===== config.mk =====
export PLATFORM = sky130hd
export DESIGN_NAME = psf_status_reg
export DESIGN_NICKNAME = d
export VERILOG_FILES = /design/src/rtl/psf_pkg.sv /design/src/rtl/psf_status_reg.sv /design/src/rtl/psf_sync.sv
export SDC_FILE = /design/constraint.sdc
export NUM_CORES = 1
export LEC_CHECK = 0
export ABC_CLOCK_PERIOD_IN_PS = 3000
export BUFFER_PORTS_ARGS = -buffer_cell sky130_fd_sc_hd__buf_2
export CORE_UTILIZATION = 40
export DETAILED_ROUTE_END_ITERATION = 8
export GPL_TIMING_DRIVEN = 0
export SYNTH_ARGS = -nofsm -noshare
export SYNTH_HDL_FRONTEND = slang
export SYNTH_SLANG_ARGS = --single-unit

===== constraint.sdc =====
create_clock -name REF_CLK -period 3 [get_ports REF_CLK]
set_clock_uncertainty 0.2 [all_clocks]
set_input_delay 0 -clock REF_CLK [delete_from_list [all_inputs] [get_ports REF_CLK]]
set_output_delay 0 -clock REF_CLK [all_outputs]
set_load 0.1 [all_outputs]

===== src/rtl/psf_pkg.sv =====
// Shared constants and types for the power status flag register
package psf_pkg;

    localparam logic [7:0] PSF_STATUS_OFFSET = 8'h1A;
    localparam int         PSF_BIT_OVERTEMP  = 7;
    localparam int         PSF_BIT_INPUT_LOW_FLAG   = 6;
    localparam int         PSF_BIT_SENSE     = 5;
    localparam int         PSF_PG_COUNT      = 5;
    localparam logic [7:0] PSF_STATUS_RESET  = 8'h00;

    // Bus device address; the value is arbitrary
    localparam logic [6:0] PSF_DEV_ADDR      = 7'h2A;

    localparam int         PSF_CLK_MHZ       = 100;
    localparam int         PSF_REFRESH_US    = 250;
    localparam int         PSF_REFRESH_CYC   = PSF_REFRESH_US * PSF_CLK_MHZ;
    localparam int         PSF_TICK_W        = 16;

    localparam logic [3:0] PSF_BITS_BYTE     = 4'h8;
    localparam logic [3:0] PSF_BITS_ACKED    = 4'h9;
    localparam int         PSF_SYNC_W        = 10;

    typedef enum logic [3:0] {
        PSF_IDLE      = 4'b0000,
        PSF_ADDR      = 4'b0001,
        PSF_ADDR_ACK  = 4'b0010,
        PSF_PTR       = 4'b0011,
        PSF_PTR_ACK   = 4'b0100,
        PSF_WDATA     = 4'b0101,
        PSF_WDATA_ACK = 4'b0110,
        PSF_RDATA     = 4'b0111,
        PSF_RDATA_ACK = 4'b1000
    } psf_state_t;

endpackage


===== src/rtl/psf_status_reg.sv =====
// Power status flag register with its management serial bus slave
// Operation
// The top bit reads one while the die is above the warning temperature.
// The top bit clears on its own once the die is back at or below it.
// Input-low flag sets on a drop below threshold after being above; holds.
// Flag zero and sense bit one mean the input never rose above threshold.
// Input-low flag clears only on a written one; a written zero keeps it.
// A clear takes effect at the next periodic refresh tick of 250 us.
// Bit 5 follows the present level of the system supply sense pin.
// Bits 4 to 1 are the regulator good levels and bit 0 the linear one.
// Writes touch no bit but the input-low flag, and there they only clear.
// Reading the register changes nothing.
`timescale 1ns/1ps
`default_nettype none
module psf_status_reg #(
    parameter int         REFRESH_CYCLES = psf_pkg::PSF_REFRESH_CYC,
    parameter logic [6:0] DEV_ADDR       = psf_pkg::PSF_DEV_ADDR
) (
    input  wire logic                            REF_CLK,
    input  wire logic                            RESET_N,
    input  wire logic                            SCL_IN,
    input  wire logic                            SDA_IN,
    output logic                                 SDA_OUT,
    output logic                                 SDA_OE_N,
    input  wire logic                            OVERTEMP_IN,
    input  wire logic                            VIN_ABOVE_UV_IN,
    input  wire logic                            SYSTEM_SUPPLY_SENSE_PIN,
    input  wire logic [psf_pkg::PSF_PG_COUNT-1:0] OUTPUT_IN_REGULATION
);
    import psf_pkg::*;

    typedef struct packed {
        psf_state_t              state;
        logic                    scl_d;
        logic                    sda_d;
        logic [3:0]              bit_cnt;
        logic [7:0]              shift;
        logic                    rw;
        logic [7:0]              ptr;
        logic                    sda_oe_n;
        logic                    sda_out;
        logic                    overtemp;
        logic                    sense;
        logic [PSF_PG_COUNT-1:0] pg;
        logic                    above_d;
        logic                    input_low_flag;
        logic                    clr_pend;
        logic [PSF_TICK_W-1:0]   tick_cnt;
    } psf_state_s_t;

    localparam logic [PSF_TICK_W-1:0] TICK_LAST =
        PSF_TICK_W'(REFRESH_CYCLES - 1);

    psf_state_s_t           s_reg;
    psf_state_s_t           s_next;
    logic [PSF_SYNC_W-1:0]  sync_q;
    logic                   scl;
    logic                   sda;
    logic                   ot_now;
    logic                   above_now;
    logic                   sense_now;
    logic [PSF_PG_COUNT-1:0] pg_now;
    logic [7:0]             status;
    logic                   scl_rise;
    logic                   scl_fall;
    logic                   start_seen;
    logic                   stop_seen;
    logic                   tick;
    logic                   uv_event;

    // Every pin and comparator input is asynchronous to REF_CLK
    psf_sync #(
        .W (PSF_SYNC_W)
    ) u_sync (
        .clk   (REF_CLK),
        .rst_n (RESET_N),
        .d     ({SCL_IN, SDA_IN, OVERTEMP_IN, VIN_ABOVE_UV_IN,
                 SYSTEM_SUPPLY_SENSE_PIN, OUTPUT_IN_REGULATION}),
        .q     (sync_q)
    );

    assign {scl, sda, ot_now, above_now, sense_now, pg_now} = sync_q;

    // Read value at a pointer; unmapped pointers read zero
    function automatic logic [7:0] read_byte(input logic [7:0] p,
                                             input logic [7:0] st);
        read_byte = (p == PSF_STATUS_OFFSET) ? st : PSF_STATUS_RESET;
    endfunction

    always_comb begin
        status = {s_reg.overtemp, s_reg.input_low_flag, s_reg.sense, s_reg.pg};
        scl_rise   = scl & ~s_reg.scl_d;
        scl_fall   = ~scl & s_reg.scl_d;
        start_seen = scl & s_reg.scl_d & s_reg.sda_d & ~sda;
        stop_seen  = scl & s_reg.scl_d & ~s_reg.sda_d & sda;
        tick       = (s_reg.tick_cnt == TICK_LAST);
        // Edge, not level, so a clear is not undone while input stays low
        uv_event   = s_reg.above_d & ~above_now;

        s_next         = s_reg;
        s_next.scl_d   = scl;
        s_next.sda_d   = sda;
        s_next.sda_out = 1'b0;

        s_next.overtemp = ot_now;
        s_next.sense    = sense_now;
        s_next.pg       = pg_now;
        s_next.above_d  = above_now;

        s_next.tick_cnt = tick ? '0 : s_reg.tick_cnt + 1'b1;
        if (tick && s_reg.clr_pend) begin
            s_next.input_low_flag  = 1'b0;
            s_next.clr_pend = 1'b0;
        end

        case (s_reg.state)
            PSF_ADDR, PSF_PTR, PSF_WDATA: begin
                if (scl_rise) begin
                    s_next.shift   = {s_reg.shift[6:0], sda};
                    s_next.bit_cnt = s_reg.bit_cnt + 1'b1;
                end else if (scl_fall && s_reg.bit_cnt == PSF_BITS_BYTE) begin
                    s_next.bit_cnt  = '0;
                    s_next.sda_oe_n = 1'b0;
                    if (s_reg.state == PSF_ADDR) begin
                        if (s_reg.shift[7:1] == DEV_ADDR) begin
                            s_next.rw    = s_reg.shift[0];
                            s_next.state = PSF_ADDR_ACK;
                        end else begin
                            s_next.sda_oe_n = 1'b1;
                            s_next.state    = PSF_IDLE;
                        end
                    end else if (s_reg.state == PSF_PTR) begin
                        s_next.ptr   = s_reg.shift;
                        s_next.state = PSF_PTR_ACK;
                    end else begin
                        // Only a one at the flag bit acts, and only as a clear
                        if (s_reg.ptr == PSF_STATUS_OFFSET &&
                            s_reg.shift[PSF_BIT_INPUT_LOW_FLAG]) begin
                            s_next.clr_pend = 1'b1;
                        end
                        s_next.state = PSF_WDATA_ACK;
                    end
                end
            end
            PSF_ADDR_ACK: begin
                if (scl_fall) begin
                    s_next.bit_cnt = '0;
                    if (s_reg.rw) begin
                        // Data read leaves every bit as it was
                        s_next.shift    = read_byte(s_reg.ptr, status);
                        s_next.sda_oe_n = s_next.shift[7];
                        s_next.state    = PSF_RDATA;
                    end else begin
                        s_next.sda_oe_n = 1'b1;
                        s_next.state    = PSF_PTR;
                    end
                end
            end
            PSF_PTR_ACK, PSF_WDATA_ACK: begin
                if (scl_fall) begin
                    s_next.sda_oe_n = 1'b1;
                    s_next.state    = PSF_WDATA;
                    if (s_reg.state == PSF_WDATA_ACK) begin
                        s_next.ptr = s_reg.ptr + 1'b1;
                    end
                end
            end
            PSF_RDATA: begin
                if (scl_rise) begin
                    s_next.bit_cnt = s_reg.bit_cnt + 1'b1;
                end else if (scl_fall) begin
                    if (s_reg.bit_cnt == PSF_BITS_BYTE) begin
                        s_next.sda_oe_n = 1'b1;
                        s_next.state    = PSF_RDATA_ACK;
                    end else begin
                        s_next.shift    = {s_reg.shift[6:0], 1'b0};
                        s_next.sda_oe_n = s_reg.shift[6];
                    end
                end
            end
            PSF_RDATA_ACK: begin
                if (scl_rise) begin
                    if (sda) begin
                        s_next.state = PSF_IDLE;
                    end else begin
                        s_next.bit_cnt = PSF_BITS_ACKED;
                    end
                end else if (scl_fall && s_reg.bit_cnt == PSF_BITS_ACKED) begin
                    s_next.ptr      = s_reg.ptr + 1'b1;
                    s_next.shift    = read_byte(s_reg.ptr + 1'b1, status);
                    s_next.sda_oe_n = s_next.shift[7];
                    s_next.bit_cnt  = '0;
                    s_next.state    = PSF_RDATA;
                end
            end
            PSF_IDLE: begin
                s_next.sda_oe_n = 1'b1;
            end
            default: begin
                s_next.sda_oe_n = 1'b1;
                s_next.state    = PSF_IDLE;
            end
        endcase

        // Repeated start restarts address phase from any state
        if (start_seen) begin
            s_next.state    = PSF_ADDR;
            s_next.bit_cnt  = '0;
            s_next.sda_oe_n = 1'b1;
        end else if (stop_seen) begin
            s_next.state    = PSF_IDLE;
            s_next.sda_oe_n = 1'b1;
        end

        // Set wins over a pending or same-cycle clear
        if (uv_event) begin
            s_next.input_low_flag  = 1'b1;
            s_next.clr_pend = 1'b0;
        end
    end

    always_ff @(posedge REF_CLK or negedge RESET_N) begin
        if (!RESET_N) begin
            s_reg          <= '0;
            s_reg.state    <= PSF_IDLE;
            s_reg.scl_d    <= 1'b1;
            s_reg.sda_d    <= 1'b1;
            s_reg.sda_oe_n <= 1'b1;
        end else begin
            s_reg <= s_next;
        end
    end

    assign SDA_OUT  = s_reg.sda_out;
    assign SDA_OE_N = s_reg.sda_oe_n;
endmodule // psf_status_reg
`default_nettype wire


===== src/rtl/psf_sync.sv =====
// Two flip-flop synchroniser for a group of asynchronous inputs
`timescale 1ns/1ps
`default_nettype none
module psf_sync #(
    parameter int W = 1
) (
    input  wire logic         clk,
    input  wire logic         rst_n,
    input  wire logic [W-1:0] d,
    output logic      [W-1:0] q
);
    typedef struct packed {
        logic [W-1:0] meta;
        logic [W-1:0] stable;
    } psf_sync_t;

    psf_sync_t s_reg;
    psf_sync_t s_next;

    always_comb begin
        s_next.meta   = d;
        s_next.stable = s_reg.meta;
    end

    always_ff @(posedge clk or negedge rst_n) begin
        if (!rst_n) begin
            s_reg <= '0;
        end else begin
            s_reg <= s_next;
        end
    end

    assign q = s_reg.stable;
endmodule // psf_sync
`default_nettype wire


After elaboration in Yosys (flattened, before gate mapping)
Index checks and enable logic that the tools add are counted.
Widths: inputs -> output; s select.
{ "totals": {"input_bits": 12, "ff_bits": 74} }
{ "classes": {"bitwise": 14, "mux": 62, "n_eq_ne": 45, "add_sub_neg": 3, "n_reduce_logical": 17} }
{ "op_table": {"columns": ["cell", "n"], "rows": [
  ["$mux 8", 11],
  ["$mux 4", 19],
  ["$ne 4x4->1 const B", 12],
  ["$pmux 12 s4", 1],
  ["$mux 9", 5],
  ["$ne 2x2->1 const B", 14],
  ["$mux 12", 2],
  ["$pmux 4 s6", 1],
  ["$pmux 8 s3", 1],
  ["$reduce_and 9->1", 2],
  ["$add 16x1->16 const B", 1],
  ["$eq 16x15->1 const B", 1],
  ["$eq 4x3->1 const B", 4],
  ["$eq 8x5->1 const B", 2],
  ["$mux 16", 1],
  ["$mux 1", 15],
  ["$eq 4x4->1 const B", 3],
  ["$reduce_and 10->1", 1],
  ["$ne 3x3->1 const B", 3],
  ["$add 8x1->8 const B", 1],
  ["$and 1x1->1", 8],
  ["$eq 4x2->1 const B", 2],
  ["$mux 2", 4],
  ["$reduce_and 8->1", 1],
  ["18 further kinds", 26]
]} }

Logic depth before layout (Yosys ltp)
{ "depth": {"depth_word": 10, "depth_mapped": 8, "ltp_nobuf": 7} }

Cells and area by module
A second synthesis with hierarchy kept.
{ "hier_totals": {"cells_unflattened": 357, "hier_area_um2": 3611.0} }
{ "modules_own_cells": {"columns": ["mod", "cells_each", "area_each_um2", "n_inst"], "rows": [
  ["psf_status_reg", 337, 3110.5, 1],
  ["psf_sync", 20, 500.5, 1]
]} }

Worst setup path before layout
Ideal clock, no wire load.
{ "synth_timing": {"path_type": "reg2reg", "startpoint": "register s_reg[50] (netlist name)", "endpoint": "register s_reg[52] (netlist name)", "path_buffers": 1, "arrival_time_ns": 1.907, "path_stages_with_launch": 7, "path_slack_ns": 0.768, "path_cell_list": "dfstp_2 -> buf_4 -> nand2b_4 -> o21ai_0 -> nor3_1 -> or3_1 -> o311a_1"} }
{ "synth_between": {"elab_chain_len": 6, "word_cells_on_any_way": 25, "cone_classes": "10 x eq/ne; 4 x mux; 8 x bitwise; 3 x reduce/logical"} }
{ "synth_lines": {"columns": ["element", "line", "rtl"], "rows": [
  ["start, declared", "psf_status_reg.sv:54", "psf_state_s_t s_reg;"],
  ["start signal, assigned", "psf_status_reg.sv:230", "s_reg <= s_next;"],
  ["branches (longest 6 deep; another with $reduce_and 10->1)", null, null]
]} }
Parallel ways; which one is timed is not known.
A chain may end at the register's enable or synchronous reset.

Worst setup path in the final report
{ "layout_timing": {"startpoint": "register s_reg[52] (netlist name)", "endpoint": "register s_reg[43] (netlist name)"} }
{ "layout_between": {"elab_chain_len": 4, "word_cells_on_any_way": 18, "cone_classes": "14 x eq/ne; 1 x mux; 3 x reduce/logical"} }
{ "layout_lines": {"columns": ["element", "line", "rtl"], "rows": [
  ["$eq 4x1->1 (tied with other cells)", "psf_status_reg.sv:116", "case (s_reg.state)"],
  ["$reduce_or 3->1", "psf_status_reg.sv:116", null],
  ["$reduce_bool 4->1 (no source line) / $ne 2x2->1 (equally long branches)", null, null],
  ["$reduce_and 9->1 (no source line)", null, null]
]} }
Parallel ways exist; a longest one is shown, timed or not.

==> metrics.yaml <==
root_buffer: "clkbuf_8"
p_sw_mw: 1.483
yosys_most_used_dff: "dfrtp_1"
place_congestion: 0.8802
worstHoldStart: "VIN_ABOVE_UV_IN"
rsz0062_at_grt: "no"
pwr-share-seq_pct: 37.3
finalWorstSetupSlack_ps: 465.7
dp_hpwl_mm: 5.824
cts_setup_buffers: 0
cts-buffers-inserted: 9
arrival_ps: 2590
power_density_nw_per_um2: 835.5
dp.cells: 486
worstSetupPathType: "flip-flop to flip-flop"
cts_resized: 0
grt_max_degree: 41
post-route-util_pct: 47.42
grtUsageTotal_pct: 18.10
slew_viol_final: 0
grt_overflow: 0
ctsHoldBuffers: 13
ys_ff_latch: 74
layout.nets: 418
sw_frac_of_total_pct: 40.71
pwr-share-comb_pct: 40.4
worst_pin_slew_ps: 627.8
vias: 2970
cts_tree: "built"
largest_register_ffs: 53
min_period_ps: 2534
drt_iter0_drc: 161
cap_viol_max_count: 0
portBuffers: 12
antenna_found_initial: 0
hp-class: "input port to flip-flop"
crit_path_start: "s_reg[52]$_DFFE_PN0P_"
initial_core_util_pct: 41.18
setup_viol: 0
syn_avg_cell_area_um2: 10.46
vias_per_cell: 5.767
synth_edf_count: 0
die_area_um2: 9861
outcome: "finished clean"
insertion_delay_ps: 350
endpoint_kind: "flip-flop"
clockBufferDepth: 2
wl_mm: 8.217
dr.pass1.iters: 5
synth_warnings: 0
path_max_fanout: 9
die_width_um: 99.31
numClockSinks: 74
cts.clk_slew.worst_paths_ps: 80
synth_fp_nets: 381
drive_above_1_share_pct: 15.10
fin_setup_tns_ps: 0
synth_cell_types: 75
post-place-ws_ps: 492.6
p_leak_nw: 1.818
ant_nets: 0
dpl_cell_area_um2: 4009
clkPwrFrac_pct: 22.3
fin_crit_sh_pct: 84.48
crit_path_start_kind: "flip-flop"
drcViolationCount: 0
top_level_ports: 14
grt_pass1_wl_mm: 14.01
syn_to_final_growth_pct: 15.13
core_area_um2: 9196
synth_area_um2: 3787
r2r_start: "s_reg[52]$_DFFE_PN0P_"
diodes: 0
intPower_mw: 2.160
max_slew_margin_pct: 58.15
hold_violations: 0
async_flop_share_pct: 100.0
die_y_um: 99.31
h-tree-depth: 3
fmax_mhz: 394.6
fp-row-count: 35
max-vdd-ir-drop_mv: 0.3511
grt_pass1_vias: 2828
final_cells: 515
postLayoutCellArea_um2: 4360
required_ps: 3050
synthCells: 362
yosysSeqAreaShare_pct: 48.99
routedWlPerCell_um: 15.96
==> critical path: stages, from the launching register on <==
cell and delay [ps]:
dfrtp_1 370, buf_4 160, nor4b_4 580, nand4_2 210, a2111oi_4 610, o2111ai_1 200
o211ai_1 120
==> cell families (layout without fill, tap and decap cells) <==
| family | after synthesis | after routing | share of synthesized area [%] |
|---|---|---|---|
| AND/OR/NAND/NOR | 135 | 135 | 20.65 |
| AO/OA/AOI/OAI | 93 | 93 | 19.23 |
| flip-flops | 74 | 74 | 48.99 |
| buffers and inverters | 33 | 75 | 4.163 |
| XOR/XNOR | 16 | 16 | 3.700 |
| adder cells (fa/ha/maj) | 7 | 7 | 2.312 |
| multiplexers | 3 | 3 | 0.8589 |
| other | 1 | 1 | 0.09901 |
==> cell usage in the layout (no fill, tap or decap), types with 10 or more instances in the layout <==
cell | Yosys | routed
o21ai_0 | 13 | 13
nand3_1 | 17 | 17
nand4_1 | 13 | 13
dlygate4sd3_1 | 0 | 12
buf_2 | 6 | 17
nand2_1 | 18 | 18
dfrtp_1 | 71 | 71
inv_1 | 15 | 15
clkbuf_8 | 0 | 10
nor2_1 | 26 | 26
==> final cells by class <==
class	instances	area, um^2
inverters	15	56.30
fillers	852	4836
repair buffers	26	222.7
well taps	111	138.9
clock buffers	10	137.6
clock inverters	6	73.82
plain buffers	18	101.3
multi-input cells	255	1774
flip-flops and latches	74	1856
==> path summary, 6_finish.rpt <==
kind                                               to  slack, ps  cells after the start
setup / recovery                s_reg[43]$_DFFE_PN0P_        470                      6
hold / removal             u_sync.s_next[6]$_DFF_PN0_         90                      2
setup reg to reg                s_reg[43]$_DFFE_PN0P_        470                      6
hold reg to reg                   s_reg[24]$_DFF_PN0_        150                      0
max in group asynchronous         s_reg[50]$_DFF_PN1_       1820                      4
min in group asynchronous         s_reg[14]$_DFF_PN0_        490                      4
==> through the flow <==
stage          power [mW]  hold WS [ps]
6_report            3.643         88.66
5_1_grt             3.896         84.73
4_1_cts             3.655         69.50
3_5_place_dp        2.814        -222.6
3_3_place_gp        2.790        -91.35
2_1_floorplan       2.451        -495.6
==> power groups by stage <==
stage	Sequential [mW]	Combinational [mW]	Clock [mW]
2_1_floorplan	1.34	1.11	0
3_3_place_gp	1.37	1.42	0
3_5_place_dp	1.37	1.44	0
4_1_cts	1.36	1.46	0.839
5_1_grt	1.38	1.64	0.874
6_report	1.36	1.47	0.813
==> routing by layer <==
layer  GRT usage (%)  wire length, um
met1           24.82             3921
met2           28.90             3829
met3           2.389              317
met4           7.805              149
met5               0                0
==> synth_stat cells (all sizes together), types with 4 or more instances <==
master	number	area, um^2
dfrtp	71	1777
nor2	27	108.9
nand2	18	67.56
nand3	17	85.08
o21ai	16	87.58
inv	15	56.30
nand4	14	93.84
buf	11	75.07
a21oi	9	45.04
nor3	9	45.04
xor2	9	78.83
nand2b	8	57.55
nor2b	8	50.05
o211ai	8	65.06
o31ai	8	60.06
clkbuf	7	26.28
ha	7	87.58
xnor2	7	61.31
a2bb2oi	6	52.55
and3	6	37.54
o2111ai	6	52.55
a31oi	5	37.53
o211a	5	50.05
nand3b	4	30.03
or3	4	25.02
(Power assumes the default switching activity.)
